`config.mk`:
```
export PLATFORM = sky130hd
export DESIGN_NAME = operand_field_decoder
export DESIGN_NICKNAME = d
export VERILOG_FILES = /design/src/design/opdec_pkg.sv /design/src/design/bit_select.sv /design/src/design/operand_field_decoder.sv
export VERILOG_INCLUDE_DIRS = /design/src /design/src/design
export SDC_FILE = /design/constraint.sdc
export NUM_CORES = 1
export LEC_CHECK = 0
export ABC_AREA = 1
export BUFFER_PORTS_ARGS = -buffer_cell sky130_fd_sc_hd__buf_2
export CAP_MARGIN = 20
export CORE_MARGIN = 3
export CORE_UTILIZATION = 44
export DETAILED_ROUTE_END_ITERATION = 7
export PLACE_DENSITY_LB_ADDON = 0.3
export SLEW_MARGIN = 10
export SYNTH_ARGS = -nofsm -noshare
export SYNTH_HDL_FRONTEND = slang
export SYNTH_HIERARCHICAL = 1
export SYNTH_SLANG_ARGS = --single-unit
```
`constraint.sdc`:
```
create_clock -name mclk_in -period 14.56 [get_ports mclk_in]
set_input_delay 2.184 -clock mclk_in [delete_from_list [all_inputs] [get_ports mclk_in]]
set_output_delay 2.184 -clock mclk_in [all_outputs]
set_load 0.05 [all_outputs]
```
`src/design/opdec_consts.svh`:
```
`ifndef OPDEC_CONSTS_SVH
`define OPDEC_CONSTS_SVH

// -----------------------------------------------------------------------------
// Field positions, tags, constants and reset values
// -----------------------------------------------------------------------------
`define DEST_BIT 9
`define ACCESS_BIT 8
`define FAST_BIT 0
`define BITPOS_LSB 9
`define SECOND_WORD_TAG 4'hf
`define ACCESS_SPLIT 8'h80
`define ACCESS_HIGH_BANK 4'hf
`define QUARTERS_PER_CYCLE 2'h3
`define TABLE_POINTER_RESET 21'h000000
`define BANK_RESET 4'h0
`define FLAGS_RESET 5'h00

`endif

```
`src/design/opdec_pkg.sv`:
```
package opdec_pkg;

    typedef enum logic [1:0] {
        TBL_NONE = 2'h0,
        TBL_POSTINC = 2'h1,
        TBL_POSTDEC = 2'h2,
        TBL_PREINC = 2'h3
    } table_pointer_update_mode_t;

    typedef enum logic [2:0] {
        LIT_NONE = 3'h1,
        LIT_8 = 3'h2,
        LIT_12 = 3'h4
    } lit_sel_t;

    typedef struct packed {
        logic [11:0] data_addr;
        logic dest_is_file;
        logic [7:0] bit_mask;
        logic [2:0] bit_pos;
        logic [19:0] literal;
        logic [20:0] branch_target;
        logic fast;
        logic is_nop;
        logic two_word;
    } decoded_t;

    typedef struct packed {
        logic carry;
        logic digit_carry_flag;
        logic zero;
        logic overflow_flag;
        logic negative;
    } alu_flags_t;

endpackage

```
`src/design/bit_select.sv`:
```
`timescale 1ns/100ps
// Turns a bit position into a one-hot mask for bit operations.
module bit_select #(
    parameter int WIDTH = 8
) (
    // Position in
    input wire logic [$clog2(WIDTH)-1:0] pos_in,
    // Mask out
    output logic [WIDTH-1:0] mask_out
);
    if (WIDTH < 2) begin : g_bad_width
        $error("bit_select: WIDTH must be at least 2");
    end

    always_comb begin
        mask_out = '0;
        mask_out[pos_in] = 1'b1;
    end
endmodule

```
`src/design/operand_field_decoder.sv`:
```
`timescale 1ns/100ps
`include "opdec_consts.svh"
// What this block does
// - Access bit 0 addresses the fixed access region, bank register ignored.
// - Access bit 1 forms address from bank register and 8-bit file field.
// - Destination bit 0 targets working register, 1 targets the file register.
// - Bit operations decode a 3-bit position 0 to 7.
// - Single-word file operand is an 8-bit address 0x00 to 0xFF.
// - Two-word move takes 12-bit source from word one, destination from two.
// - Literals come in 8, 12 and 20 bit widths.
// - Table mode: unchanged, post-increment, post-decrement or pre-increment.
// - Table pointer is a 21-bit program memory address register.
// - Fast bit 1 saves or restores shadow copies; 0 leaves them.
// - Relative branches use two's complement offset; others use direct address.
// - Multiply result held in separate high and low product byte registers.
// - Five ALU flags kept: carry, digit carry, zero, overflow, negative.
// - Don't-care instruction bits are ignored; tools should encode them zero.
// - Second word has top four bits ones; alone it executes as no-operation.
// - Instruction cycle is four oscillator periods; taken changes add a cycle (the strobe here keeps a fixed four-clock period).
module operand_field_decoder
    import opdec_pkg::*;
#(
    parameter int BANK_W = 4,
    parameter int TABLE_POINTER_W = 21
) (
    // Clock and reset
    input wire logic mclk_in,
    input wire logic rst_in,
    // Instruction word
    input wire logic [15:0] instr_in,
    input wire logic instr_valid_in,
    input wire logic expect_second_in,
    input wire logic [2:0] lit_sel_in,
    input wire logic rel_branch_in,
    input wire logic [10:0] rel_offset_in,
    input wire logic [20:0] pc_in,
    // Datapath control
    input wire logic [BANK_W-1:0] bank_select_register_in,
    input wire logic bank_load_in,
    input wire logic tbl_access_in,
    input wire logic tbl_load_in,
    input wire logic [TABLE_POINTER_W-1:0] tbl_load_val_in,
    input wire logic mul_done_in,
    input wire logic [15:0] product_in,
    input wire logic flags_load_in,
    input wire alu_flags_t flags_in,
    input wire logic call_ret_in,
    input wire logic [7:0] working_register_in,
    // Outputs
    output decoded_t dec_out,
    output logic [20:0] move_src_out,
    output logic [20:0] table_pointer_out,
    output logic [20:0] tbl_addr_out,
    output logic [7:0] product_high_byte_out,
    output logic [7:0] product_low_byte_out,
    output alu_flags_t flags_out,
    output logic [7:0] shadow_working_out,
    output logic [BANK_W-1:0] shadow_bank_out,
    output logic shadow_write_out,
    output logic cycle_strobe_out
);

    // Field packing and the pointer arithmetic assume these widths exactly.
    if (BANK_W != 4 || TABLE_POINTER_W != 21) begin : g_bad_width
        $error("operand_field_decoder: unsupported width");
    end

    // -------------------------------------------------------------------------
    // Instruction cycle divider
    // -------------------------------------------------------------------------
    logic [1:0] quarter_r, quarter_nxt;
    always_comb begin
        quarter_nxt = quarter_r + 2'h1;
    end
    always_ff @(posedge mclk_in or posedge rst_in) begin
        if (rst_in) begin
            quarter_r <= 2'h0;
        end else begin
            quarter_r <= quarter_nxt;
        end
    end
    assign cycle_strobe_out = (quarter_r == `QUARTERS_PER_CYCLE);

    // -------------------------------------------------------------------------
    // Combinational field decode
    // -------------------------------------------------------------------------
    logic [BANK_W-1:0] bank_r, bank_nxt;
    logic [11:0] move_src_r, move_src_nxt;
    logic [7:0] mask;
    decoded_t dec_r, dec_nxt;

    bit_select #(.WIDTH(8)) u_bit_select (
        .pos_in(instr_in[`BITPOS_LSB +: 3]),
        .mask_out(mask)
    );

    always_comb begin
        dec_nxt = dec_r;
        if (instr_valid_in) begin
            dec_nxt.two_word = expect_second_in;
            dec_nxt.is_nop = 1'b0;
            dec_nxt.fast = instr_in[`FAST_BIT];
            dec_nxt.bit_pos = instr_in[`BITPOS_LSB +: 3];
            dec_nxt.bit_mask = mask;
            dec_nxt.dest_is_file = instr_in[`DEST_BIT];
            if (!instr_in[`ACCESS_BIT]) begin
                // Low half of the access region maps to bank 0, high half to the SFR bank.
                dec_nxt.data_addr = (instr_in[7:0] < `ACCESS_SPLIT) ? {4'h0, instr_in[7:0]} :
                                    {`ACCESS_HIGH_BANK, instr_in[7:0]};
            end else begin
                dec_nxt.data_addr = {bank_r, instr_in[7:0]};
            end
            case (lit_sel_t'(lit_sel_in))
                LIT_8: dec_nxt.literal = {12'h000, instr_in[7:0]};
                LIT_12: dec_nxt.literal = {8'h00, instr_in[11:0]};
                LIT_NONE: dec_nxt.literal = 20'h00000;
                default: dec_nxt.literal = 20'h00000;
            endcase
            if (expect_second_in) begin
                // Word two of a pair; a stray one with the tag set is a no-operation.
                if (instr_in[15:12] == `SECOND_WORD_TAG) begin
                    dec_nxt.data_addr = instr_in[11:0];
                    dec_nxt.literal = {instr_in[11:0], dec_r.literal[7:0]};
                    dec_nxt.branch_target = {instr_in[11:0], dec_r.literal[7:0], 1'b0};
                end
            end else if (instr_in[15:12] == `SECOND_WORD_TAG) begin
                dec_nxt.is_nop = 1'b1;
            end
            if (rel_branch_in) begin
                dec_nxt.branch_target = pc_in + 21'h2 +
                                        {{9{rel_offset_in[10]}}, rel_offset_in, 1'b0};
            end
        end
    end

    always_comb begin
        bank_nxt = bank_load_in ? bank_select_register_in : bank_r;
        move_src_nxt = move_src_r;
        if (instr_valid_in && !expect_second_in) begin
            move_src_nxt = instr_in[11:0];
        end
    end

    always_ff @(posedge mclk_in or posedge rst_in) begin
        if (rst_in) begin
            dec_r <= '0;
            bank_r <= `BANK_RESET;
            move_src_r <= 12'h000;
        end else begin
            dec_r <= dec_nxt;
            bank_r <= bank_nxt;
            move_src_r <= move_src_nxt;
        end
    end
    // Latched on the same edge as the word, so fields are ready within its cycle.
    assign dec_out = dec_r;
    assign move_src_out = {9'h000, move_src_r};

    // -------------------------------------------------------------------------
    // Table pointer
    // -------------------------------------------------------------------------
    logic [TABLE_POINTER_W-1:0] table_pointer_r, table_pointer_nxt, tbl_addr_r, tbl_addr_nxt;
    table_pointer_update_mode_t table_pointer_update_mode;
    assign table_pointer_update_mode = table_pointer_update_mode_t'(instr_in[1:0]);
    always_comb begin
        table_pointer_nxt = table_pointer_r;
        tbl_addr_nxt = tbl_addr_r;
        if (tbl_load_in) begin
            table_pointer_nxt = tbl_load_val_in;
        end else if (tbl_access_in && instr_valid_in) begin
            tbl_addr_nxt = table_pointer_r;
            case (table_pointer_update_mode)
                TBL_NONE: table_pointer_nxt = table_pointer_r;
                TBL_POSTINC: table_pointer_nxt = table_pointer_r + 21'h1;
                TBL_POSTDEC: table_pointer_nxt = table_pointer_r - 21'h1;
                TBL_PREINC: begin
                    table_pointer_nxt = table_pointer_r + 21'h1;
                    tbl_addr_nxt = table_pointer_r + 21'h1;
                end
                default: table_pointer_nxt = table_pointer_r;
            endcase
        end
    end
    always_ff @(posedge mclk_in or posedge rst_in) begin
        if (rst_in) begin
            table_pointer_r <= `TABLE_POINTER_RESET;
            tbl_addr_r <= `TABLE_POINTER_RESET;
        end else begin
            table_pointer_r <= table_pointer_nxt;
            tbl_addr_r <= tbl_addr_nxt;
        end
    end
    assign table_pointer_out = table_pointer_r;
    assign tbl_addr_out = tbl_addr_r;

    // -------------------------------------------------------------------------
    // Product, flags and shadow registers
    // -------------------------------------------------------------------------
    logic [7:0] prod_h_r, prod_h_nxt, prod_l_r, prod_l_nxt, sh_w_r, sh_w_nxt;
    logic [BANK_W-1:0] sh_b_r, sh_b_nxt;
    alu_flags_t flags_r, flags_nxt;
    logic sh_wr;
    always_comb begin
        prod_h_nxt = mul_done_in ? product_in[15:8] : prod_h_r;
        prod_l_nxt = mul_done_in ? product_in[7:0] : prod_l_r;
        flags_nxt = flags_load_in ? flags_in : flags_r;
        // Restore is combinational from the shadows; only save updates them.
        sh_wr = call_ret_in && instr_in[`FAST_BIT] && instr_valid_in;
        sh_w_nxt = sh_wr ? working_register_in : sh_w_r;
        sh_b_nxt = sh_wr ? bank_r : sh_b_r;
    end
    always_ff @(posedge mclk_in or posedge rst_in) begin
        if (rst_in) begin
            prod_h_r <= 8'h00;
            prod_l_r <= 8'h00;
            flags_r <= `FLAGS_RESET;
            sh_w_r <= 8'h00;
            sh_b_r <= `BANK_RESET;
        end else begin
            prod_h_r <= prod_h_nxt;
            prod_l_r <= prod_l_nxt;
            flags_r <= flags_nxt;
            sh_w_r <= sh_w_nxt;
            sh_b_r <= sh_b_nxt;
        end
    end
    assign product_high_byte_out = prod_h_r;
    assign product_low_byte_out = prod_l_r;
    assign flags_out = flags_r;
    assign shadow_working_out = sh_w_r;
    assign shadow_bank_out = sh_b_r;
    assign shadow_write_out = sh_wr;

endmodule

```
==> impl_summary.txt, run 1 <==
----------------------------------------------------
[Clocking]
  Clock tree from TritonCTS ... built
  Clk root buf ... sky130_fd_sc_hd__clkbuf_16
  Htree depth ... 4
  Post-CTS Setup Repair Bufs ... 0
  Clock transition at the register clock pins on the worst setup and hold paths after CTS ... 60 ps
  Total of cells resized after clock tree synthesis ... 0
  Worst skew pair latency ... 420 ps
  CTS Hold Bufs ... 0
  Cts bufs inserted ... 17
  Worst-case clock buffer depth ... 2
  Clk sink count ... 159

[Global route]
  Total grt overflow ... 0
  Largest net degree at the start of global routing ... 81
  Vias in the first global route ... 8330
  Number of antenna violations at the first check in global routing ... 1
  First-pass GRT wire length ... 42700 um
  Overall track demand over capacity in global routing ... 24.0%

[Setup path]
  CP arrival ... 3830 ps
  Cell family with the largest share of critical-path delay ... buffers and inverters
  Slowest stage cell, crit path ... sky130_fd_sc_hd__buf_2
  Cell-by-cell listing of the critical path ... buf_2 -> nand2_1 -> inv_1 -> nand2_1 -> clkinv_1 -> buf_2
  Endpoint class of the critical path ... output port
  Count of buffer and inverter cells on the critical path ... 4
  Delay of the slowest cell on the worst path ... 450 ps
  Type of the setup path with the least slack ... input port to output port
  Data required time at the worst endpoint ... 12380 ps
  Critical path fanouts, max ... 26
  Critical path launch point type ... input port

[Synthesis]
  Top flip-flop cell by instance count after synthesis ... sky130_fd_sc_hd__dfrtp_1
  Synth Warn # ... 6
  Mapped Area ... 0.00914 mm^2
  Post-synth EDFFs ... 0
  Number of distinct library cell variants in the gate-level netlist after synthesis ... 44
  #FFs+latches synth ... 159
  Area share of the largest cell type after synthesis ... 43.6%
  Part of the Yosys area used for sequential elements ... 43.6%
  Largest area contributor in the synthesized netlist ... sky130_fd_sc_hd__dfrtp_1
  Synth Instances ... 1191
  Mean cell area of the mapped netlist ... 7.67 um^2
  Fraction of registers with async set/reset ... 100%
  Synth area leaders ... sky130_fd_sc_hd__dfrtp_1 44%, sky130_fd_sc_hd__nand2_1 16%, sky130_fd_sc_hd__ha_1 5.5%

[Cells and area]
  Post-synthesis to final-layout area growth ... 22.6%
  Proportion of layout cells with a drive suffix above 1 ... 24.7%
  Number of cells in the finished layout apart from fillers ... 1719
  Final core utilization ... 55.2%
  Net count of the finished layout ... 1594

[Place]
  IO buf count ... 272
  Weighted congestion at the end of routability-driven global placement ... 0.895
  Placed cell count ... 1688
  Sum of net half-perimeters after detailed placement ... 20300 um

[Die]
  Width of the die ... 150 um
  Count of standard-cell rows ... 52
  Die footprint ... 0.0225 mm^2
  Die span in y ... 150 um
  Number of top-level pins ... 282
  Initial core utilization ... 45.0%
  Placeable core region ... 0.0203 mm^2

[Route]
  1st-iter DRT viols ... 575
  Residual antenna-violating net count after detailed routing ... 0
  Pre-antenna DRT Iters ... 5
  Wirelength per Cell ... 15.9 um
  Via count normalized by instance count ... 5.16
  Overall via count from detail_route ... 8862
  DRT Wirelength ... 27400 um
  Number of remaining DRC errors ... 0

[STA]
  Unrepaired setup endpoints after global routing ... false
  Fraction of the cycle the final worst path needs ... 41.3%
  Min Tclk post-route ... 6020 ps
  Headroom to the max-slew limit ... 33.0%
  Worst clock skew ... 9.02 ps
  Least-Margin Pin Slew ... 1000 ps
  Final Max Tran Viols ... 0
  Setup violators final ... 0
  Number of failing hold endpoints at the final stage ... 0
  Achievable Freq ... 0.166 GHz
  Final sum of negative setup slack ... 0 ps

[Flow run]
  MaxCap Viol Count ... 0

[Power]
  Largest voltage drop on the vdd net ... 0.0842 mV
  Power per cell area ... 132 mW/mm^2
  Leakage component of the power ... 0.00613 uW

[Min path]
  Path class of the lowest-slack min-delay path ... flop to flop

[Outcome]
  Outcome ... finished, final reports clean

----------------------------------------------------
-- Yosys cell counts, types with 2 or more instances --
cell / n
sky130_fd_sc_hd__mux2_2: 21
sky130_fd_sc_hd__a21oi_1: 52
sky130_fd_sc_hd__nor2_2: 7
sky130_fd_sc_hd__a31oi_1: 4
sky130_fd_sc_hd__buf_4: 17
sky130_fd_sc_hd__o31ai_1: 7
sky130_fd_sc_hd__o211ai_1: 7
sky130_fd_sc_hd__nor3_1: 6
sky130_fd_sc_hd__xor2_1: 21
sky130_fd_sc_hd__dfrtp_1: 159
sky130_fd_sc_hd__nand3_1: 83
sky130_fd_sc_hd__buf_1: 3
sky130_fd_sc_hd__nand2_2: 7
sky130_fd_sc_hd__inv_1: 92
sky130_fd_sc_hd__ha_1: 40
sky130_fd_sc_hd__a22oi_1: 13
sky130_fd_sc_hd__o21ai_0: 79
sky130_fd_sc_hd__nand3_2: 3
sky130_fd_sc_hd__xnor2_1: 3
sky130_fd_sc_hd__nand4_1: 9
sky130_fd_sc_hd__o22ai_1: 2
sky130_fd_sc_hd__buf_2: 15
sky130_fd_sc_hd__o21ai_1: 2
sky130_fd_sc_hd__nor2_1: 94
sky130_fd_sc_hd__clkbuf_1: 20
sky130_fd_sc_hd__clkinv_1: 5
sky130_fd_sc_hd__o221ai_1: 2
sky130_fd_sc_hd__o22a_1: 2
sky130_fd_sc_hd__inv_2: 10
sky130_fd_sc_hd__nand2_1: 392
-- kinds of logic (layout without fill, tap and decap cells) --
family | after synthesis | in the layout | share of synthesized area (%)
simple gates | 608 | 608 | 27.5
buf+inv | 163 | 412 | 7.62
compound gates | 174 | 174 | 10.7
other cells | 1 | 10 | 0.0411
fa+ha+maj | 41 | 41 | 5.70
flops | 159 | 159 | 43.6
xor+xnor | 24 | 24 | 2.30
mux | 21 | 21 | 2.59
-- metrics by stage --
stage                     power, uW  hold slack, ps  worst slack, ps  cell area, um^2
after floorplan                 894             401             8080             9170
after global placement         1010             418             8630            10600
after detailed placement       1020             438             8580            10600
after CTS                      1480             469             8550            11200
after global routing           1550             488             8370            11200
final                          1480             466             8540            11200
-- worst reg2reg max path, stage by stage (launching register included) --
cell,delay (ps)
sky130_fd_sc_hd__dfrtp_1,480
sky130_fd_sc_hd__inv_1,180
sky130_fd_sc_hd__ha_1,340
sky130_fd_sc_hd__nand2_1,200
sky130_fd_sc_hd__inv_1,140
sky130_fd_sc_hd__nand2_1,130
sky130_fd_sc_hd__o21ai_1,140
sky130_fd_sc_hd__nand2_1,60
sky130_fd_sc_hd__nand2_1,60
sky130_fd_sc_hd__nand3_1,90
sky130_fd_sc_hd__nand2_1,70
sky130_fd_sc_hd__nand2_1,40
-- cells in the final DEF (no fill, tap or decap), drive strengths merged --
cell	n
nand2	399
buf	275
dfrtp	159
inv	104
nor2	102
nand3	86
o21ai	82
a21oi	52
ha	40
mux2	21
xor2	21
clkbuf	19
a22oi	13
clkinv	10
nand4	9
conb	9
o211ai	7
o31ai	7
nor3	7
a31oi	4
xnor2	3
bufinv	3
o22a	2
o22ai	2
o221ai	2
or2	2
diode	1
nor2b	1
a22o	1
o21bai	1
nand3b	1
and2	1
o32ai	1
fa	1
clkinvlp	1
-- worst paths after layout --
kind / start / to / slack, ps / depth (start not counted)
max reg2reg: table_pointer_out[0] / table_pointer_out[16] / 12530 / 11
min in group asynchronous: rst_in / flags_out[1] / 1890 / 2
max in group asynchronous: rst_in / product_high_byte_out[4] / 11160 / 3
min reg2reg: dec_out[58] / dec_out[58] / 470 / 2
max: instr_in[0] / shadow_write_out / 8540 / 6
min: dec_out[58] / dec_out[58] / 470 / 2
-- state kept, by name (all words and copies together) (netlist names) --
signal	cells
dec_out	66
table_pointer_out	21
tbl_addr_out	21
move_src_r	12
product_high_byte_out	8
product_low_byte_out	8
shadow_working_out	8
flags_out	5
bank_r	4
shadow_bank_out	4
quarter_r	2
-- final cells by class --
| class | count | area, um^2 |
|---|---|---|
| Antenna cell | 1 | 2.50 |
| Clock buffer | 19 | 443 |
| Clock inverter | 11 | 160 |
| Fill cell | 2010 | 9100 |
| Inverter | 107 | 407 |
| Multi-Input combinational cell | 877 | 4490 |
| Sequential cell | 159 | 3980 |
| Tap cell | 270 | 338 |
| Timing Repair Buffer | 275 | 1380 |
-- layer usage --
layer  global-route usage (%)  up-vias  share of wire (%)
met5                        0        -                  0
met4                     7.78        0                2.3
met3                     5.45       44                7.2
met2                     40.5      301                 49
met1                     30.7     4181                 41
li1                         -     4336                  -
-- where the power goes --
| group | switching [uW] | total, uW | internal, uW |
|---|---|---|---|
| sequential | 46.2 | 541 | 495 |
| combinational | 355 | 471 | 116 |
| clock | 187 | 463 | 276 |
| total | 589 | 1480 | 886 |
Note: power is estimated with default switching activity, not from simulation.
==> run 2: changes to the inputs <==
clock period = 6.3 ns   (was 14.56 ns; I/O delays follow)
==> run 2 against run 1 <==
Global-route usage is 0.29 points higher. First-iteration DRC count is 15% lower. Clock skew is 4.1 ps higher. Sequential share of layout area hardly changed. Core utilization hardly changed. Critical path depth stayed put. Combinational power is 130% higher. Hold slack worse by 9.1 ps. Total power is 130% higher. Die area stayed put. Critical path type unchanged.
==> impl_summary.txt, run 2 (synthesized netlist as in run 1, its figures left out) <==
----------------------------------------------------
[Outcome]
  Outcome ... finished, final reports clean

[Route]
  Number of remaining DRC errors ... 0
  Wirelength per Cell ... 16.1 um
  Via count normalized by instance count ... 5.23
  1st-iter DRT viols ... 486
  DRT Wirelength ... 27700 um
  Overall via count from detail_route ... 8994
  Residual antenna-violating net count after detailed routing ... 0
  Pre-antenna DRT Iters ... 5

[Min path]
  Cell count of the worst hold path ... 1
  Hold Startpoint ... quarter_r[0]
  Worst hold endpoint ... quarter_r[0]
  Path class of the lowest-slack min-delay path ... flop to flop

[Clocking]
  Htree depth ... 4
  Post-CTS Setup Repair Bufs ... 0
  CTS Hold Bufs ... 0
  Clock tree from TritonCTS ... built
  Clk root buf ... sky130_fd_sc_hd__clkbuf_16
  Total of cells resized after clock tree synthesis ... 0
  Cts bufs inserted ... 17
  Clock transition at the register clock pins on the worst setup and hold paths after CTS ... 60 ps
  Worst skew pair latency ... 430 ps
  Worst-case clock buffer depth ... 2
  Clk sink count ... 159

[STA]
  Final Max Tran Viols ... 0
  Min Tclk post-route ... 3550 ps
  Number of failing hold endpoints at the final stage ... 0
  Setup violators final ... 0
  Fraction of the cycle the final worst path needs ... 56.4%
  Achievable Freq ... 0.282 GHz
  Unrepaired setup endpoints after global routing ... false
  Headroom to the max-slew limit ... 34.7%
  Final sum of negative setup slack ... 0 ps
  Least-Margin Pin Slew ... 977 ps
  Worst clock skew ... 13.1 ps

[Die]
  Width of the die ... 150 um
  Number of top-level pins ... 282
  Die span in y ... 150 um
  Count of standard-cell rows ... 52
  Placeable core region ... 0.0203 mm^2
  Initial core utilization ... 45.0%
  Die footprint ... 0.0225 mm^2

[Setup path]
  Critical path launch point type ... input port
  Origin of the critical flop-to-flop path ... table_pointer_out[0]
  Start point of the critical path ... instr_in[0]
  Critical path fanouts, max ... 26
  Endpoint class of the critical path ... output port
  Reg-to-reg slack, setup ... 4270 ps
  Worst reg2reg endpoint ... table_pointer_out[16]
  Cells on worst reg2reg path ... 11
  Data required time at the worst endpoint ... 5350 ps
  Type of the setup path with the least slack ... input port to output port
  CP arrival ... 2610 ps

[Power]
  Largest voltage drop on the vdd net ... 0.200 mV
  Leakage component of the power ... 0.00613 uW
  Power per cell area ... 305 mW/mm^2

[Global route]
  Largest net degree at the start of global routing ... 98
  First-pass GRT wire length ... 43400 um
  Number of antenna violations at the first check in global routing ... 0
  Total grt overflow ... 0
  Overall track demand over capacity in global routing ... 24.3%
  Vias in the first global route ... 8497

[Cells and area]
  Commonest non-fill, non-tap cell in the layout ... sky130_fd_sc_hd__nand2_1
  Number of flip-flops in the largest register ... 66
  Final core utilization ... 55.2%
  Net count of the finished layout ... 1594
  Post-synthesis to final-layout area growth ... 22.7%
  Most frequent cells in the layout ... 392 x sky130_fd_sc_hd__nand2_1, 272 x sky130_fd_sc_hd__buf_2, 159 x sky130_fd_sc_hd__dfrtp_1
  Count of filler cells inserted in the layout ... 1975
  Proportion of layout cells with a drive suffix above 1 ... 24.6%
  Diode insertion count for antenna repair ... 0

[Place]
  IO buf count ... 272
  Sum of net half-perimeters after detailed placement ... 20600 um
  Weighted congestion at the end of routability-driven global placement ... 0.915

[Flow run]
  MaxCap Viol Count ... 0

----------------------------------------------------
[run 2: cell types whose count changed in the layout (fill, tap and decap cells not counted), sizes merged]
cell / delta
inv: +2
clkbuf: +2
clkinvlp: +1
diode: -1
clkinv: -4
[run 2: worst max-delay path by stage]
stage / end / slack, ps / cells past startpoint
2_1_floorplan: bank_r[0] / 1060 / 1
3_3_place_gp: shadow_write_out / 2860 / 6
3_5_place_dp: shadow_write_out / 2800 / 6
4_1_cts: shadow_write_out / 2790 / 6
5_1_grt: shadow_write_out / 2630 / 6
6_report: shadow_write_out / 2750 / 6
[run 2: metrics by stage]
stage | setup slack, ps | hold slack (ps) | cell area (um^2) | power [uW] | instances
global route | 2630 | 458 | 11200 | 3580 | 1719
CTS | 2790 | 453 | 11200 | 3440 | 1719
detailed placement | 2800 | 438 | 10600 | 2360 | 1688
finish | 2750 | 456 | 11200 | 3420 | 1719
floorplan | 1060 | 401 | 9170 | 2070 | 1199
global placement | 2860 | 415 | 10600 | 2350 | 1688
[run 2: layer usage]
metal | global-route usage, % | wire, um | vias to the layer above
met3 | 5.69 | 2090 | 42
met5 | 0 | 0 | -
li1 | - | - | 4346
met4 | 7.55 | 598 | 0
met2 | 41.0 | 13600 | 351
met1 | 31.1 | 11400 | 4255
[run 2: worst max-delay path: stages]
cell and delay (ps):
sky130_fd_sc_hd__buf_2 470, sky130_fd_sc_hd__nand2_1 230, sky130_fd_sc_hd__inv_1 100, sky130_fd_sc_hd__nand2_1 290, sky130_fd_sc_hd__clkinv_1 270, sky130_fd_sc_hd__buf_2 300
[run 2: power breakdown]
part	switching [uW]	internal, uW
registers	109	1140
logic	824	268
clock network	426	650
total	1360	2060
[run 2: area by class of cell]
type,count,area (um^2),share of cell area [%]
timing repair buffer,275,1380,12.3
sequential,159,3980,35.5
inverter,107,407,3.63
clock buffer,21,460,4.11
tap,270,338,3.01
multi-input combinational,877,4490,40.1
clock inverter,10,151,1.35
==> run 3: changes to the inputs <==
clock period = 3.4 ns   (was 6.3 ns; I/O delays follow)
==> run 3 against run 2 <==
Sequential power up 86%. Combinational power grew 86%. Cell area increased by 0.69%. Total power increased by 84%. Core utilization increased by 0.38 points. Register-to-register slack worse by 2800 ps. Sequential share of layout area decreased by 0.24 points. Clock skew fell by 2.5 ps. Via count is essentially flat. First-iteration DRC count up 28%. Hold slack got worse by 210 ps. Wire length shrank 1.2%. Critical endpoint unchanged.
==> impl_summary.txt, run 3 (synthesized netlist as in run 1, its figures left out) <==
----------------------------------------------------
[Outcome]
  Outcome ... finished, final reports clean

[Power]
  Sequential Power Share ... 36.8%
  Post-route total power ... 6290 uW
  Largest voltage drop on the vdd net ... 0.317 mV
  Proportion of total power due to net switching ... 41.3%
  Internal power ... 3690 uW
  Switching power summed over all nets ... 2600 uW
  Leakage component of the power ... 0.00618 uW
  Power per cell area ... 557 mW/mm^2
  Clock share of power ... 30.9%
  Share of total power in combinational logic ... 32.2%

[Clocking]
  Clk root buf ... sky130_fd_sc_hd__clkbuf_16
  Clk sink count ... 159
  Clock tree from TritonCTS ... built
  Htree depth ... 4
  Worst-case clock buffer depth ... 2
  Post-CTS Setup Repair Bufs ... 0
  Cts bufs inserted ... 17
  Worst skew pair latency ... 420 ps
  Total of cells resized after clock tree synthesis ... 0
  Clock transition at the register clock pins on the worst setup and hold paths after CTS ... 70 ps
  CTS Hold Bufs ... 0

[Cells and area]
  Net count of the finished layout ... 1602
  Post-synthesis to final-layout area growth ... 23.6%
  Number of flip-flops in the largest register ... 66
  Diode insertion count for antenna repair ... 0
  Proportion of layout cells with a drive suffix above 1 ... 25.2%
  Commonest non-fill, non-tap cell in the layout ... sky130_fd_sc_hd__nand2_1
  Most frequent cells in the layout ... 392 x sky130_fd_sc_hd__nand2_1, 272 x sky130_fd_sc_hd__buf_2, 159 x sky130_fd_sc_hd__dfrtp_1

[Global route]
  Number of antenna violations at the first check in global routing ... 1
  Most heavily used metal layer in global routing ... met2
  Global-route track usage on met3 ... 5.39%
  Overall track demand over capacity in global routing ... 23.7%
  First-pass GRT wire length ... 42500 um
  M1 GR Usage ... 31.1%
  Global Route met2 Usage ... 40.5%
  Largest net degree at the start of global routing ... 67
  Vias in the first global route ... 8305
  Total grt overflow ... 0

[Die]
  Die span in y ... 150 um
  Width of the die ... 150 um
  Placeable core region ... 0.0203 mm^2
  Die footprint ... 0.0225 mm^2
  Count of standard-cell rows ... 52
  Initial core utilization ... 45.0%
  Number of top-level pins ... 282

[STA]
  Achievable Freq ... 0.407 GHz
  Setup violators final ... 0
  Final sum of negative setup slack ... 0 ps
  Min Tclk post-route ... 2460 ps
  Least-Margin Pin Slew ... 843 ps
  Number of failing hold endpoints at the final stage ... 0
  Headroom to the max-slew limit ... 43.7%
  Final Max Tran Viols ... 0
  Fraction of the cycle the final worst path needs ... 72.3%
  Unrepaired setup endpoints after global routing ... false
  Worst clock skew ... 10.7 ps

[Setup path]
  Count of buffer and inverter cells on the critical path ... 4
  Critical path launch point type ... input port
  Type of the setup path with the least slack ... input port to output port
  Delay of the slowest cell on the worst path ... 390 ps
  Start point of the critical path ... instr_valid_in
  Slowest stage cell, crit path ... sky130_fd_sc_hd__nand2_1
  Cell family with the largest share of critical-path delay ... buffers and inverters
  CP arrival ... 1950 ps
  Cell-by-cell listing of the critical path ... buf_2 -> nand2_1 -> inv_1 -> nand2_1 -> clkinv_1 -> buf_2
  Critical path fanouts, max ... 17
  Endpoint class of the critical path ... output port
  Origin of the critical flop-to-flop path ... table_pointer_out[0]
  Data required time at the worst endpoint ... 2890 ps

[Route]
  Via count normalized by instance count ... 5.21
  Residual antenna-violating net count after detailed routing ... 0
  Pre-antenna DRT Iters ... 5
  Number of remaining DRC errors ... 0
  1st-iter DRT viols ... 622
  Overall via count from detail_route ... 8998
  Wirelength per Cell ... 15.8 um
  DRT Wirelength ... 27400 um

[Min path]
  Path class of the lowest-slack min-delay path ... input port to asynchronous set/reset pin

[Place]
  Weighted congestion at the end of routability-driven global placement ... 0.946
  IO buf count ... 272
  Sum of net half-perimeters after detailed placement ... 20600 um

[Flow run]
  MaxCap Viol Count ... 0

----------------------------------------------------
-- run 3: cell types whose count changed in the layout (fill, tap and decap cells not counted), moves of 2 or more --
cell	previous run	this run
sky130_fd_sc_hd__bufinv_16	3	1
sky130_fd_sc_hd__inv_8	1	3
sky130_fd_sc_hd__inv_6	4	6
sky130_fd_sc_hd__buf_4	3	9
sky130_fd_sc_hd__buf_12	0	2
sky130_fd_sc_hd__clkbuf_1	2	0
sky130_fd_sc_hd__clkinv_8	0	2
-- run 3: per-layer routing --
metal / wire length (um) / vias up
met5: 13 / -
met4: 323 / 2
met3: 2430 / 31
met2: 13700 / 391
met1: 10900 / 4205
li1: - / 4369
-- run 3: worst register-to-register path: cells and delay by family (launching register included) --
kind | cells | cell delay, ps
simple gates | 4 | 490
compound gates | 1 | 110
flops | 1 | 510
buf+inv | 2 | 260
fa+ha+maj | 1 | 320
xor+xnor | 1 | 160
-- run 3: final timing paths --
kind	end	slack (ps)	depth (start not counted)
max	shadow_write_out	940	6
min	quarter_r[1]	240	2
min in group mclk_in	shadow_working_out[4]	270	3
max reg2reg	table_pointer_out[12]	1420	9
max in group asynchronous	flags_out[2]	2340	3
min reg2reg	quarter_r[0]	420	1
-- run 3: metrics by stage --
step | instances | setup slack (ps) | hold WS [ps] | util [%] | cell area [um^2]
6_report | 1728 | 943 | 243 | 55.6 | 11300
5_1_grt | 1728 | 820 | 283 | 55.6 | 11300
4_1_cts | 1728 | 932 | 260 | 55.6 | 11300
3_5_place_dp | 1696 | 907 | 418 | 52.6 | 10700
3_3_place_gp | 1696 | 930 | 412 | 52.6 | 10700
2_1_floorplan | 1199 | 875 | 401 | - | 9170
-- run 3: area by class of cell --
cell class	instances	area (um^2)
well taps	270	338
multi-input cells	877	4490
repair buffers	283	1470
flip-flops and latches	159	3980
fillers	1901	9010
clock buffers	18	439
clock inverters	14	166
inverters	107	405
-- run 3: power by group through the flow --
stage	registers [uW]	logic [uW]	clock network, uW
after floorplan	3080	752	0
after global placement	2340	2010	0
after detailed placement	2350	2030	0
after CTS	2310	2030	1980
after global routing	2340	2190	2060
final	2320	2030	1940
